--- config.mk ---
export PLATFORM = sky130hd
export DESIGN_NAME = power_mode_and_alarm_regs
export DESIGN_NICKNAME = d
export VERILOG_FILES = /design/src/power_alarm_pkg.sv /design/src/power_mode_and_alarm_regs.sv
export VERILOG_INCLUDE_DIRS = /design/src /design/src/src
export SDC_FILE = /design/constraint.sdc
export NUM_CORES = 1
export LEC_CHECK = 0
export BUFFER_PORTS_ARGS = -buffer_cell sky130_fd_sc_hd__buf_2
export CAP_MARGIN = 20
export CORE_MARGIN = 2
export CORE_UTILIZATION = 40
export DETAILED_ROUTE_END_ITERATION = 8
export PLACE_DENSITY = 0.68
export SLEW_MARGIN = 20
export SYNTH_ARGS = -nofsm -noshare
export SYNTH_HDL_FRONTEND = slang
export SYNTH_SLANG_ARGS = --single-unit
--- constraint.sdc ---
create_clock -name clk -period 1.85 [get_ports clk]
set_clock_uncertainty 0.1 [all_clocks]
set_input_delay 0.0925 -clock clk [delete_from_list [all_inputs] [get_ports clk]]
set_output_delay 0.0925 -clock clk [all_outputs]
set_load 0.005 [all_outputs]
--- src/power_alarm_defines.svh ---
// Purpose: offsets, codes, field positions and reset values of the power mode and alarm registers
// Assumes: 12-bit register address, 8-bit register data
// Notes: included by power_alarm_pkg.sv and power_mode_and_alarm_regs.sv
// Function
// - second mode register: 0x06 low power, 0x0F high performance, resets high performance
// - third mode register: 0x00 low power, 0x04 high performance, resets high performance
// - fourth mode register: 0x14 low power, 0x1B high performance, resets high performance
// - summary alarm bit 0 is one exactly when an unmasked alarm flag was set the cycle before
// - a per-alarm mask keeps each masked flag out of the summary
// - with the pin selection set, the summary drives the calibration status pin
// - alarm flags reset to 0x3F and each bit clears by writing one
// - flag bit 5 sets on any lane FIFO overflow or underflow
// - flag bit 4 sets while the serializer PLL is out of lock
// - flag bit 3 sets while the link is enabled but not transmitting data
`ifndef POWER_ALARM_DEFINES_SVH
`define POWER_ALARM_DEFINES_SVH

// register addresses
`define ADDR_PM_B 12'h29a
`define ADDR_PM_C 12'h29b
`define ADDR_PM_D 12'h29c
`define ADDR_ALARM 12'h2c0
`define ADDR_FLAGS 12'h2c1
`define ADDR_MASK 12'h2c2
`define ADDR_PIN_SEL 12'h2c3

// mode codes
`define CODE_B_LP 8'h06
`define CODE_B_HP 8'h0f
`define CODE_C_LP 8'h00
`define CODE_C_HP 8'h04
`define CODE_D_LP 8'h14
`define CODE_D_HP 8'h1b

// alarm flag fields
`define FLAGS_W 6
`define FLAGS_RST 6'h3f
`define MASK_RST 6'h3f
`define BIT_FIFO 5
`define BIT_SPLL 4
`define BIT_LINK 3
`define BIT_REALIGN 2
`define BIT_CLK 0
`define BIT_PIN_SEL 0
`define DATA_ZERO 8'h00

`endif

--- src/power_alarm_pkg.sv ---
// Purpose: types shared by the power mode and alarm register bank
// Assumes: constants come from power_alarm_defines.svh
// Notes: none
`include "power_alarm_defines.svh"

package power_alarm_pkg;
	// register access request
	typedef struct packed {
		logic wr;
		logic rd;
		logic [11:0] addr;
		logic [7:0] wdata;
	} reg_req_s;

	// alarm conditions from the rest of the device
	typedef struct packed {
		logic lane_fifo_alarm;
		logic serializer_pll_alarm;
		logic serial_link_enable;
		logic data_transmit_state;
		logic clock_realign_alarm;
		logic divider_mismatch_alarm;
	} alarm_src_s;

	// complete register state
	typedef struct packed {
		logic [7:0] power_code_b;
		logic [7:0] power_code_c;
		logic [7:0] power_code_d;
		logic [5:0] alarm_mask;
		logic pin_sel;
		logic [5:0] alarm_flags;
		logic alarm;
		logic pin;
		logic low_power_b;
		logic low_power_c;
		logic low_power_d;
		logic low_power_all;
		logic [7:0] rdata;
		logic rvalid;
	} regs_s;
endpackage

--- src/power_mode_and_alarm_regs.sv ---
// Purpose: power mode selection registers and alarm aggregation with status pin routing
// Assumes: register port is synchronous to clk, one access per cycle, write wins over read
// Notes: read data and rvalid appear one cycle after rd; unmapped reads return zero
`timescale 1ns/1ps
`include "power_alarm_defines.svh"

module power_mode_and_alarm_regs (
	// clock and reset
	input wire logic clk,
	input wire logic rst,
	// register access
	input wire power_alarm_pkg::reg_req_s req,
	output logic [7:0] rdata,
	output logic rvalid,
	// alarm sources and calibration status
	input wire power_alarm_pkg::alarm_src_s src,
	input wire logic cal_status_in,
	// status outputs
	output logic calibration_status_pin,
	output logic alarm,
	output logic [5:0] alarm_flags,
	output logic low_power_b,
	output logic low_power_c,
	output logic low_power_d,
	output logic low_power_all
);
	import power_alarm_pkg::*;

	regs_s st_ff;
	regs_s nxt_st;
	logic [5:0] set_vec;
	logic [5:0] clr_vec;
	logic wr_flags;

	// decode write strobe for one address
	function automatic logic hit(input reg_req_s r, input logic [11:0] a);
		hit = r.wr && (r.addr == a);
	endfunction

	// level sources of the alarm flags
	always_comb begin
		set_vec = '0;
		set_vec[`BIT_FIFO] = src.lane_fifo_alarm;
		set_vec[`BIT_SPLL] = src.serializer_pll_alarm;
		set_vec[`BIT_LINK] = src.serial_link_enable && !src.data_transmit_state;
		set_vec[`BIT_REALIGN] = src.clock_realign_alarm;
		set_vec[`BIT_CLK] = src.divider_mismatch_alarm;
	end

	assign wr_flags = hit(req, `ADDR_FLAGS);
	assign clr_vec = wr_flags ? req.wdata[5:0] : '0;

	// next state of the whole bank
	always_comb begin
		nxt_st = st_ff;
		if (hit(req, `ADDR_PM_B)) begin
			nxt_st.power_code_b = req.wdata;
		end
		if (hit(req, `ADDR_PM_C)) begin
			nxt_st.power_code_c = req.wdata;
		end
		if (hit(req, `ADDR_PM_D)) begin
			nxt_st.power_code_d = req.wdata;
		end
		if (hit(req, `ADDR_MASK)) begin
			nxt_st.alarm_mask = req.wdata[5:0];
		end
		if (hit(req, `ADDR_PIN_SEL)) begin
			nxt_st.pin_sel = req.wdata[`BIT_PIN_SEL];
		end
		// write one clears, zero keeps, a live source wins over the clear
		nxt_st.alarm_flags = (st_ff.alarm_flags & ~clr_vec) | set_vec;
		// summary of unmasked flags
		nxt_st.alarm = |(st_ff.alarm_flags & ~st_ff.alarm_mask);
		// pin routing
		nxt_st.pin = st_ff.pin_sel ? nxt_st.alarm : cal_status_in;
		// mode decode follows the stored codes
		nxt_st.low_power_b = (nxt_st.power_code_b == `CODE_B_LP);
		nxt_st.low_power_c = (nxt_st.power_code_c == `CODE_C_LP);
		nxt_st.low_power_d = (nxt_st.power_code_d == `CODE_D_LP);
		nxt_st.low_power_all = nxt_st.low_power_b && nxt_st.low_power_c
			&& nxt_st.low_power_d;
		// read path
		nxt_st.rvalid = req.rd && !req.wr;
		nxt_st.rdata = `DATA_ZERO;
		if (req.rd && !req.wr) begin
			unique case (req.addr)
				`ADDR_PM_B: nxt_st.rdata = st_ff.power_code_b;
				`ADDR_PM_C: nxt_st.rdata = st_ff.power_code_c;
				`ADDR_PM_D: nxt_st.rdata = st_ff.power_code_d;
				`ADDR_ALARM: nxt_st.rdata = {7'h00, st_ff.alarm};
				`ADDR_FLAGS: nxt_st.rdata = {2'h0, st_ff.alarm_flags};
				`ADDR_MASK: nxt_st.rdata = {2'h0, st_ff.alarm_mask};
				`ADDR_PIN_SEL: nxt_st.rdata = {7'h00, st_ff.pin_sel};
				default: nxt_st.rdata = `DATA_ZERO;
			endcase
		end
	end

	// register the bank; reset selects high performance everywhere
	always_ff @(posedge clk) begin
		if (rst) begin
			st_ff <= '0;
			st_ff.power_code_b <= `CODE_B_HP;
			st_ff.power_code_c <= `CODE_C_HP;
			st_ff.power_code_d <= `CODE_D_HP;
			st_ff.alarm_mask <= `MASK_RST;
			st_ff.alarm_flags <= `FLAGS_RST;
		end else begin
			st_ff <= nxt_st;
		end
	end

	// outputs straight from the state flops
	assign rdata = st_ff.rdata;
	assign rvalid = st_ff.rvalid;
	assign calibration_status_pin = st_ff.pin;
	assign alarm = st_ff.alarm;
	assign alarm_flags = st_ff.alarm_flags;
	assign low_power_b = st_ff.low_power_b;
	assign low_power_c = st_ff.low_power_c;
	assign low_power_d = st_ff.low_power_d;
	assign low_power_all = st_ff.low_power_all;
endmodule

==> results of run 1 <==
==> cell families (layout without fill, tap and decap cells) <==
| group | count (synthesis) | after routing |
|---|---|---|
| simple gates | 98 | 98 |
| flops | 52 | 52 |
| mux | 42 | 42 |
| buf+inv | 37 | 90 |
| compound gates | 30 | 30 |
==> how the worst min path moves through the flow <==
| stage | start | to | slack (ns) | cells after the start |
|---|---|---|---|---|
| 2_1_floorplan | req[1] | alarm_flags[1] | 0.09 | 1 |
| 3_3_place_gp | src[4] | alarm_flags[4] | 0.27 | 3 |
| 3_5_place_dp | cal_status_in | calibration_status_pin | 0.28 | 3 |
| 4_1_cts | src[2] | alarm_flags[3] | 0.0002 | 4 |
| 5_1_grt | req[1] | alarm_flags[1] | 0.005 | 2 |
| 6_report | src[2] | alarm_flags[3] | 0.004 | 4 |
==> per-layer routing <==
layer | part of all wire | global-route usage | vias up
met2 | 0.47 | 0.3024 | 78
li1 | - | - | 1012
met4 | 0.010 | 0.07333 | 0
met3 | 0.053 | 0.02717 | 6
met1 | 0.47 | 0.2520 | 958
met5 | 0 | 0 | -
==> metrics by stage <==
stage          power [mW]  cells  hold slack, ns    util  worst slack [ns]
2_1_floorplan       1.211    259         0.09368       -            0.2326
3_3_place_gp        1.286    374          0.2726  0.4683            0.1220
3_5_place_dp        1.289    374          0.2786  0.4683            0.1116
4_1_cts             1.944    387       0.0002423  0.4924            0.2423
5_1_grt             1.996    387        0.005044  0.4924            0.1840
6_report            1.927    387        0.003531  0.4924            0.2448
==> cell usage in the layout (no fill, tap or decap), drive strengths merged, types with 2 or more instances in the layout <==
master and count:
a222oi 3, or4 2, nor4 10, clkbuf 6, mux2 8, a22oi 7
inv 9, dlygate4sd3 5, clkinv 3, nand3b 4, nor2 31, mux2i 33
buf 67, nand2b 2, nor3 7, dfxtp 52, nand3 2, nand2 22
a21oi 7, a31oi 5, and4 2, o22ai 4, and2 2, nand4 4
nor4bb 2
==> worst max-delay path: cells and delay by family (launching register included) <==
family	cells	cell delay, ns
AND/OR/NAND/NOR	3	0.97
multiplexers	1	0.14
flip-flops	1	0.34
==> cell type report <==
cell class                      instances  area (sq um)  area share
Tap cell                               75         93.84     0.03219
Multi-Input combinational cell        170          1212      0.4159
Clock buffer                            6         82.58     0.02833
Timing Repair Buffer                   72         437.9      0.1502
Inverter                               10         37.54     0.01288
Sequential cell                        52          1041      0.3571
Clock inverter                          2         10.01    0.003433
==> registers in the layout, indices dropped and copies added, names as in the netlist <==
| name | count |
|---|---|
| alarm | 1 |
| alarm_flags | 6 |
| calibration_status_pin | 1 |
| low_power_all | 1 |
| low_power_b | 1 |
| low_power_c | 1 |
| low_power_d | 1 |
| rdata | 8 |
| rvalid | 1 |
| st_ff | 31 |
==> power by group <==
| part | internal [mW] | switching (mW) | total [mW] |
|---|---|---|---|
| logic | 0.0632 | 0.0866 | 0.150 |
| clock network | 0.299 | 0.357 | 0.656 |
| registers | 1.12 | 0.000497 | 1.12 |
==> timing repair <==
item / in CTS / in global routing
hold buffers: 5 / 0
endpoints found under the setup margin: 0 / 0
endpoints found under the hold margin: 5 / 0
resized for setup: 0 / 0
==> qor.yml, run 1 <==
status:
  status: "finished, final reports clean"
worst_setup_path:
  cp.required_ns: 1.99
  slowest_delay_ns: 0.52
  cp_max_fo: 3
  r2r_slack_ns: 0.24
  critical-path-slowest-cell: "or4_1"
  reg2reg_depth: 4
  crit_path_end: "low_power_all"
  critical_path_class: "flop to flop"
  crit_chain: "or4_1 -> nor4_1 -> mux2i_1 -> and3b_1"
  arrival_ns: 1.74
  crit_path_start: "st_ff[48]"
  start_kind: "flop"
  end_kind: "flop"
  r2r_end: "low_power_all"
  r2r_start: "st_ff[48]"
sta:
  min_period_ns: 1.605
  fmax_mhz: 623.0
  rsz0062_at_grt: "false"
  fin_crit_sh: 0.8677
  finalSetupViolCount: 0
  setup_tns_ns: 0
  tightest_slew_ns: 0.5588
  slew_viol_final: 0
  slew-limit-headroom: 0.6224
  hold_violations: 0
clock_tree:
  clockRootBuffer: "clkbuf_8"
  h-tree-depth: 2
  clkSinkCount: 52
  clkTransAtPathRegs_ns: 0.09
  clock_latency_ns: 0.30
  tritoncts: "built"
  max-clock-path-buffers: 2
  cts_buffers: 5
  post_cts_buffers: 0
die:
  die-width_um: 82.20
  pin_count: 52
  die_area_sq_um: 6757
  die_h_um: 82.20
  num_rows: 28
  initial_core_util: 0.4131
  fp.coreArea_sq_um: 5921
synth:
  synth_top_area_cell: "dfxtp_1"
  synth_compound_area_frac: 0.08338
  yosysSeqAreaShare: 0.4256
  syn_area_sq_um: 2446
  synth_xor_area_frac: 0
  syn-instance-count: 259
  synth.distinct_cells: 41
  synthTopCellsByCount: "52 x dfxtp_1, 33 x mux2i_1, 31 x nor2_1"
  syn_nets: 290
  synth.most_common_cell: "dfxtp_1"
  ys_seq_elements: 52
  synth_top_family_by_area: "simple AND/OR/NAND/NOR gates"
  synth_warnings: 0
  synth-edff-count: 0
  async_flop_share: 0
  yosysTopAreaCellShare: 0.4256
  ys.flop_type: "dfxtp_1"
  muxShareOfSynthArea: 0.1811
  synthAdderAreaFrac: 0
  synthesis.area_per_instance_sq_um: 9.444
  synth_simple_gate_area_frac: 0.2286
  synthTopCellsByArea: "dfxtp_1 43%, mux2i_1 14%, nor2_1 4.8%"
grt:
  grt_antenna_before_repair: 0
  grt_max_degree: 21
  grt.total_usage: 0.1875
  grt_pass1_wl_um: 9604
  gr-total-overflow: 0
  grt_pass1_vias: 1916
power_and_ir_drop:
  p_per_area_nw_per_um2: 660.8
  p_leak_nw: 1.321
  peakVddDrop_uv: 339.2
place:
  postPlaceCellArea_sq_um: 2773
  gp_congestion: 0.8791
  io_buffers: 51
  dp_hpwl_um: 4574
routing:
  wirelength_um: 6051
  drc: 0
  dr.pass1.iters: 4
  wl_per_cell_um: 15.64
  drt_first_iter_violations: 124
  vias_per_cell: 5.307
  ant_nets: 0
  num_vias: 2054
hold_path:
  min_path_type: "input pin to flop"
cells_and_area:
  area_delta_synth_final_pct: 19.18
  diodes: 0
  drive_gt1_frac: 0.3013
  nets: 342
  final_cell_area_sq_um: 2915
  num-fill-cells: 567
run:
  drv_cap: 0
Note: power is estimated with default switching activity, not from simulation.
==> run 2: changes to the inputs <==
CTS_BUF_LIST = sky130_fd_sc_hd__clkbuf_16   (was unset)
==> qor.yml, run 2 (synthesized netlist as in run 1, its figures left out) <==
hold_path:
  min_path_cells: 3  # -1
  min_path_type: "input pin to flop"
  min-delay-start: "src[5]"
  holdPathEnd: "alarm_flags[5]"
worst_setup_path:
  r2r_end: "low_power_all"
  r2r_start: "st_ff[48]"
  cp.required_ns: 1.98  # about the same
  reg2reg_depth: 4  # unchanged
  crit_buf_inv: 0  # unchanged
  slowest_delay_ns: 0.52  # about the same
  critical-path-slowest-cell: "or4_1"
  r2r_slack_ns: 0.26  # about the same
  crit_chain: "or4_1 -> nor4_1 -> mux2i_1 -> and3b_1"
  crit_family: "simple AND/OR/NAND/NOR gates"
  critical_path_class: "flop to flop"
  arrival_ns: 1.72  # -0.02 ns
  end_kind: "flop"
  start_kind: "flop"
  cp_max_fo: 3  # unchanged
cells_and_area:
  diodes: 0  # unchanged
  drive_gt1_frac: 0.2990  # -0.002247
  mostFrequentLayoutCells: "52 x dfxtp_1, 51 x buf_2, 33 x mux2i_1"
  final_common_cell: "dfxtp_1"
  largest_reg_flops: 31  # unchanged
  final_cell_area_sq_um: 2952  # +1.2%
  top_register: "st_ff"
  num-fill-cells: 566  # -0.18%
  area_delta_synth_final_pct: 20.66
  nets: 341  # -0.29%
place:
  postPlaceCellArea_sq_um: 2773  # unchanged
  dp_hpwl_um: 4574  # unchanged
  io_buffers: 51  # unchanged
  gp_congestion: 0.8791  # unchanged
routing:
  wl_met2_um: 2883  # +1.1%
  highest_layer: "met4"
  wirelength_um: 6120  # +1.1%
  num_vias: 2081  # +1.3%
  met1Wirelength_um: 2815  # about the same
  wl_per_cell_um: 15.85  # +1.4%
  vias_per_cell: 5.391  # +1.6%
  drt_first_iter_violations: 155  # +25%
  dr_wl_met3_um: 362  # +13%
  drc: 0  # unchanged
  dr.pass1.iters: 4  # unchanged
  ant_nets: 0  # unchanged
grt:
  grt_max_degree: 21  # unchanged
  grt_pass1_wl_um: 9680  # +0.79%
  grt_antenna_before_repair: 0  # unchanged
  grt.total_usage: 0.1891  # +0.001559
  gr-total-overflow: 0  # unchanged
  grt_pass1_vias: 1918  # +0.10%
die:
  pin_count: 52  # unchanged
  num_rows: 28  # unchanged
  die_h_um: 82.20  # unchanged
  initial_core_util: 0.4131  # unchanged
  die_area_sq_um: 6757  # unchanged
  die-width_um: 82.20  # unchanged
  fp.coreArea_sq_um: 5921  # unchanged
power_and_ir_drop:
  pwr-share-clk: 0.409  # +0.068
  p_leak_nw: 1.337  # +1.2%
  p_comb_frac: 0.069  # -0.009
  p_sw_uw: 473.5  # +6.7%
  peakVddDrop_uv: 488.3  # +44%
  p_per_area_nw_per_um2: 727.8  # +10%
  swShare: 0.2204  # -0.009964
  seq_power_share: 0.522  # -0.060
  p_int_mw: 1.675  # +13%
clock_tree:
  tritoncts: "built"
  clkTransAtPathRegs_ns: 0.06  # -0.03 ns
  h-tree-depth: 2  # unchanged
  clock_latency_ns: 0.28  # -0.02 ns
  post_cts_buffers: 0  # unchanged
  clkSinkCount: 52  # unchanged
  max-clock-path-buffers: 2  # unchanged
  clockRootBuffer: "clkbuf_16"
  cts_buffers: 5  # unchanged
sta:
  hold_violations: 0  # unchanged
  finalSetupViolCount: 0  # unchanged
  setup_tns_ns: 0  # unchanged
  slew_viol_final: 0  # unchanged
  min_period_ns: 1.595  # -0.01046 ns
  hold_ws_ns: 0.009680  # +0.006149 ns
  rsz0062_at_grt: "false"
  tightest_slew_ns: 0.5562  # -0.002625 ns
  fin_crit_sh: 0.8620  # -0.005655
  fmax_mhz: 627.1  # +0.66%
  slew-limit-headroom: 0.6242  # +0.001774
status:
  status: "finished, final reports clean"
run:
  drv_cap: 0  # unchanged
run 2: changes by cell type in the layout (fill, tap and decap cells not counted):
cell           before  now
clkbuf_16           0    5
clkbuf_8            6    0
clkinv_1            1    2
dlygate4sd3_1       5    4
run 2: per-stage QoR:
step / power (mW) / utilization / worst slack (ns) / instances
2_1_floorplan: 1.211 / - / 0.2326 / 259
3_3_place_gp: 1.286 / 0.4683 / 0.1220 / 374
3_5_place_dp: 1.289 / 0.4683 / 0.1116 / 374
4_1_cts: 2.160 / 0.4985 / 0.2501 / 386
5_1_grt: 2.212 / 0.4985 / 0.1909 / 386
6_report: 2.148 / 0.4985 / 0.2552 / 386
run 2: power groups by stage:
stage | logic, mW | clock network, mW | registers, mW
CTS | 0.149 | 0.890 | 1.12
global placement | 0.139 | 0 | 1.15
global route | 0.162 | 0.929 | 1.12
detailed placement | 0.142 | 0 | 1.15
finish | 0.148 | 0.878 | 1.12
floorplan | 0.0637 | 0 | 1.15
run 2: final cells by class:
type / count / area (sq um) / area share
sequential: 52 / 1041 / 0.3527
clock inverter: 3 / 13.76 / 0.004663
multi-input combinational: 170 / 1212 / 0.4108
tap: 75 / 93.84 / 0.03179
timing repair buffer: 71 / 427.9 / 0.1450
clock buffer: 5 / 125.1 / 0.04239
inverter: 10 / 37.54 / 0.01272
run 2: tightest hold or removal path, stage by stage:
cell	delay, ns
buf_2	0.09
nor3_1	0.04
a31oi_1	0.13
run 2: worst max-delay path by stage:
stage          slack (ns)       from  cells after the start             end
2_1_floorplan        0.23    req[10]                      4       st_ff[26]
3_3_place_gp         0.12     req[8]                      6   low_power_all
3_5_place_dp         0.11    req[10]                      5  alarm_flags[5]
4_1_cts              0.25  st_ff[48]                      4   low_power_all
5_1_grt              0.19  st_ff[48]                      4   low_power_all
6_report             0.26  st_ff[48]                      4   low_power_all
run 2: timing repair:
item,CTS,global route
resized for setup,0,0
endpoints found under the hold margin,4,0
hold buffers,4,0
run 2: layer usage:
layer | vias to the layer above | global-route usage
met5 | - | 0
met4 | 0 | 0.06167
met3 | 6 | 0.02935
met2 | 90 | 0.3097
met1 | 966 | 0.2539
li1 | 1019 | -
==> run 3: changes to the inputs <==
ABC_AREA = 1   (was unset)
CELL_PAD_IN_SITES_DETAIL_PLACEMENT = 0   (was unset)
CELL_PAD_IN_SITES_GLOBAL_PLACEMENT = 1   (was unset)
CORE_UTILIZATION = 39   (was 40)
PLACE_DENSITY = 0.85   (was 0.68)
==> qor.yml, run 3 <==
die:
  num_rows: 29  # +3.6%
  initial_core_util: 0.4053  # -0.007824
  pin_count: 52  # unchanged
  fp.coreArea_sq_um: 6350  # +7.2%
  die-width_um: 85.24  # +3.7%
  die_h_um: 85.24  # +3.7%
  die_area_sq_um: 7265  # +7.5%
cells_and_area:
  fin_cells: 488  # +26%
  drive_gt1_frac: 0.2214  # -0.07762
  area_delta_synth_final_pct: 20.52
  diodes: 0  # unchanged
  mostFrequentLayoutCells: "97 x nand2_1, 52 x dfxtp_1, 51 x buf_2"
  largest_reg_flops: 31  # unchanged
  final_common_cell: "nand2_1"
  top_register: "st_ff"
  nets: 441  # +29%
routing:
  ant_nets: 0  # unchanged
  drt_first_iter_violations: 212  # +37%
  dr.pass1.iters: 4  # unchanged
  wl_per_cell_um: 14.63  # -7.7%
  num_vias: 2514  # +21%
  vias_per_cell: 5.152  # -4.4%
  drc: 0  # unchanged
  wirelength_um: 7139  # +17%
synth:
  yosysTopAreaCellShare: 0.4045  # -0.02110
  synthTopCellsByCount: "97 x nand2_1, 52 x dfxtp_1, 33 x nor2_1"
  synthTopCellsByArea: "dfxtp_1 40%, nand2_1 14%, nand4_1 5.1%"
  syn_nets: 388  # +34%
  yosysSeqAreaShare: 0.4045  # -0.02110
  ys_seq_elements: 52  # unchanged
  syn_area_sq_um: 2574  # +5.2%
  synth.distinct_cells: 33  # -20%
  synthesis.area_per_instance_sq_um: 7.209  # -24%
  synth-edff-count: 0  # unchanged
  synth.most_common_cell: "nand2_1"
  syn-instance-count: 357  # +38%
  synth_top_area_cell: "dfxtp_1"
  ys.flop_type: "dfxtp_1"
  async_flop_share: 0  # unchanged
  synth_warnings: 0  # unchanged
worst_setup_path:
  r2r_end: "low_power_all"
  reg2reg_depth: 7  # +3
  crit_buf_inv: 2  # +2
  crit_path_end: "low_power_all"
  end_kind: "flop"
  r2r_start: "st_ff[33]"
  crit_family: "simple AND/OR/NAND/NOR gates"
  start_kind: "input pin"
  cp_max_fo: 12  # +9
  critical_path_class: "input pin to flop"
  arrival_ns: 1.76  # +0.04 ns
  r2r_slack_ns: 0.64  # +0.38 ns
  cp.required_ns: 1.98  # about the same
  crit_chain: "buf_2 -> inv_1 -> nand2_1 -> nor3_4 -> nand3_4 -> o21ai_0 -> nand2_1 -> nor2_1 -> nand3_1 -> nor2_1"
  crit_path_start: "req[9]"
  path_depth: 10  # +6
  slowest_delay_ns: 0.32  # -0.20 ns
  critical-path-slowest-cell: "nor3_4"
clock_tree:
  max-clock-path-buffers: 2  # unchanged
  clkSinkCount: 52  # unchanged
  post_cts_buffers: 0  # unchanged
  clkTransAtPathRegs_ns: 0.07  # about the same
  tritoncts: "built"
  clockRootBuffer: "clkbuf_16"
  clock_latency_ns: 0.29  # about the same
  cts_buffers: 5  # unchanged
  h-tree-depth: 2  # unchanged
sta:
  fmax_mhz: 614.2  # -2.1%
  tightest_slew_ns: 0.4850  # -0.07113 ns
  finalSetupViolCount: 0  # unchanged
  slew-limit-headroom: 0.6737  # +0.04949
  hold_violations: 0  # unchanged
  rsz0062_at_grt: "false"
  hold_ws_ns: 0.003561  # -0.006119 ns
  setup_tns_ns: 0  # unchanged
  slew_viol_final: 0  # unchanged
  fin_crit_sh: 0.8801  # +0.01806
  min_period_ns: 1.628  # +0.03341 ns
grt:
  gr-usage-met2: 0.3260  # +0.01632
  grt_max_degree: 25  # +19%
  grt_antenna_before_repair: 0  # unchanged
  use_met3: 0.03794  # +0.008590
  gr-total-overflow: 0  # unchanged
  grt.total_usage: 0.2066  # +0.01752
  gr-max-usage-layer: "met2"
  grt_util_met1: 0.2832  # +0.02935
  grt_pass1_vias: 2427  # +27%
  grt_pass1_wl_um: 11820  # +22%
power_and_ir_drop:
  p_per_area_nw_per_um2: 743.1  # +2.1%
  p_leak_nw: 1.539  # +15%
  peakVddDrop_uv: 381.4  # -22%
place:
  io_buffers: 51  # unchanged
  gp_congestion: 0.9164  # +4.2%
  dpl.cell_count: 469  # +25%
  dp_hpwl_um: 5287  # +16%
status:
  status: "finished, final reports clean"
run:
  drv_cap: 0  # unchanged
hold_path:
  min_path_type: "input pin to flop"
-- run 3: cell types whose count changed in the layout (fill, tap and decap cells not counted), moves of 5 or more --
cell / before / now
nand3_1: 2 / 19
buf_4: 15 / 10
inv_2: 0 / 5
a21oi_1: 7 / 18
nand4_1: 4 / 21
dlygate4sd3_1: 4 / 11
o211ai_1: 0 / 10
inv_1: 9 / 31
o21ai_0: 0 / 12
mux2i_1: 33 / 0
a22oi_1: 7 / 0
nand2_1: 22 / 97
mux2_2: 8 / 0
-- run 3: tightest hold or removal path: stages --
cell	delay, ns
buf_2	0.12
nand2_1	0.08
a21oi_1	0.06
-- run 3: worst min path at each step --
stage                     endpoint  slack, ns    from  cells after the start
CTS                      st_ff[35]      0.006  req[7]                      3
finish                   st_ff[35]      0.004  req[7]                      3
floorplan                st_ff[29]       0.09  req[1]                      2
global route             st_ff[35]       0.03  req[7]                      3
global placement    alarm_flags[2]       0.18  src[1]                      3
detailed placement  alarm_flags[5]       0.18  src[5]                      3
-- run 3: kinds of logic (layout without fill, tap and decap cells) --
family	after synthesis	after routing	share of synthesized area
compound gates	52	52	0.1196
flops	52	52	0.4045
simple gates	191	191	0.3563
buf+inv	62	116	0.1196
-- run 3: per-layer routing --
metal | vias up | part of all wire
li1 | 1273 | -
met1 | 1147 | 0.46
met2 | 83 | 0.46
met3 | 11 | 0.063
met4 | 0 | 0.016
met5 | - | 0
-- run 3: stage by stage --
| stage | total power, mW | util | worst slack [ns] | instance area (sq um) |
|---|---|---|---|---|
| after floorplan | 1.208 | - | 0.5167 | 2574 |
| after global placement | 1.275 | 0.4453 | 0.03063 | 2828 |
| after detailed placement | 1.276 | 0.4453 | -0.01017 | 2828 |
| final | 2.305 | 0.4885 | 0.2218 | 3102 |
| after global routing | 2.380 | 0.4885 | 0.07725 | 3102 |
| after CTS | 2.315 | 0.4885 | 0.2227 | 3102 |
-- run 3: where the power goes --
part | switching [mW] | internal [mW] | total, mW
sequential | 0.000404 | 1.12 | 1.12
clock | 0.405 | 0.631 | 1.04
combinational | 0.0911 | 0.0562 | 0.147
-- run 3: repair_timing --
item                                   4_1_cts  5_1_grt
gates resized for setup                      0        0
hold buffers                                11        0
endpoints found under the hold margin       10        0
-- run 3: cell type report --
class                      instances  area [sq um]
timing repair buffer              72         440.4
multi-input combinational        243          1225
sequential                        52          1041
clock buffer                       5         125.1
inverter                          36         135.1
fill                             644          3248
tap                               77         96.34
clock inverter                     3         38.79
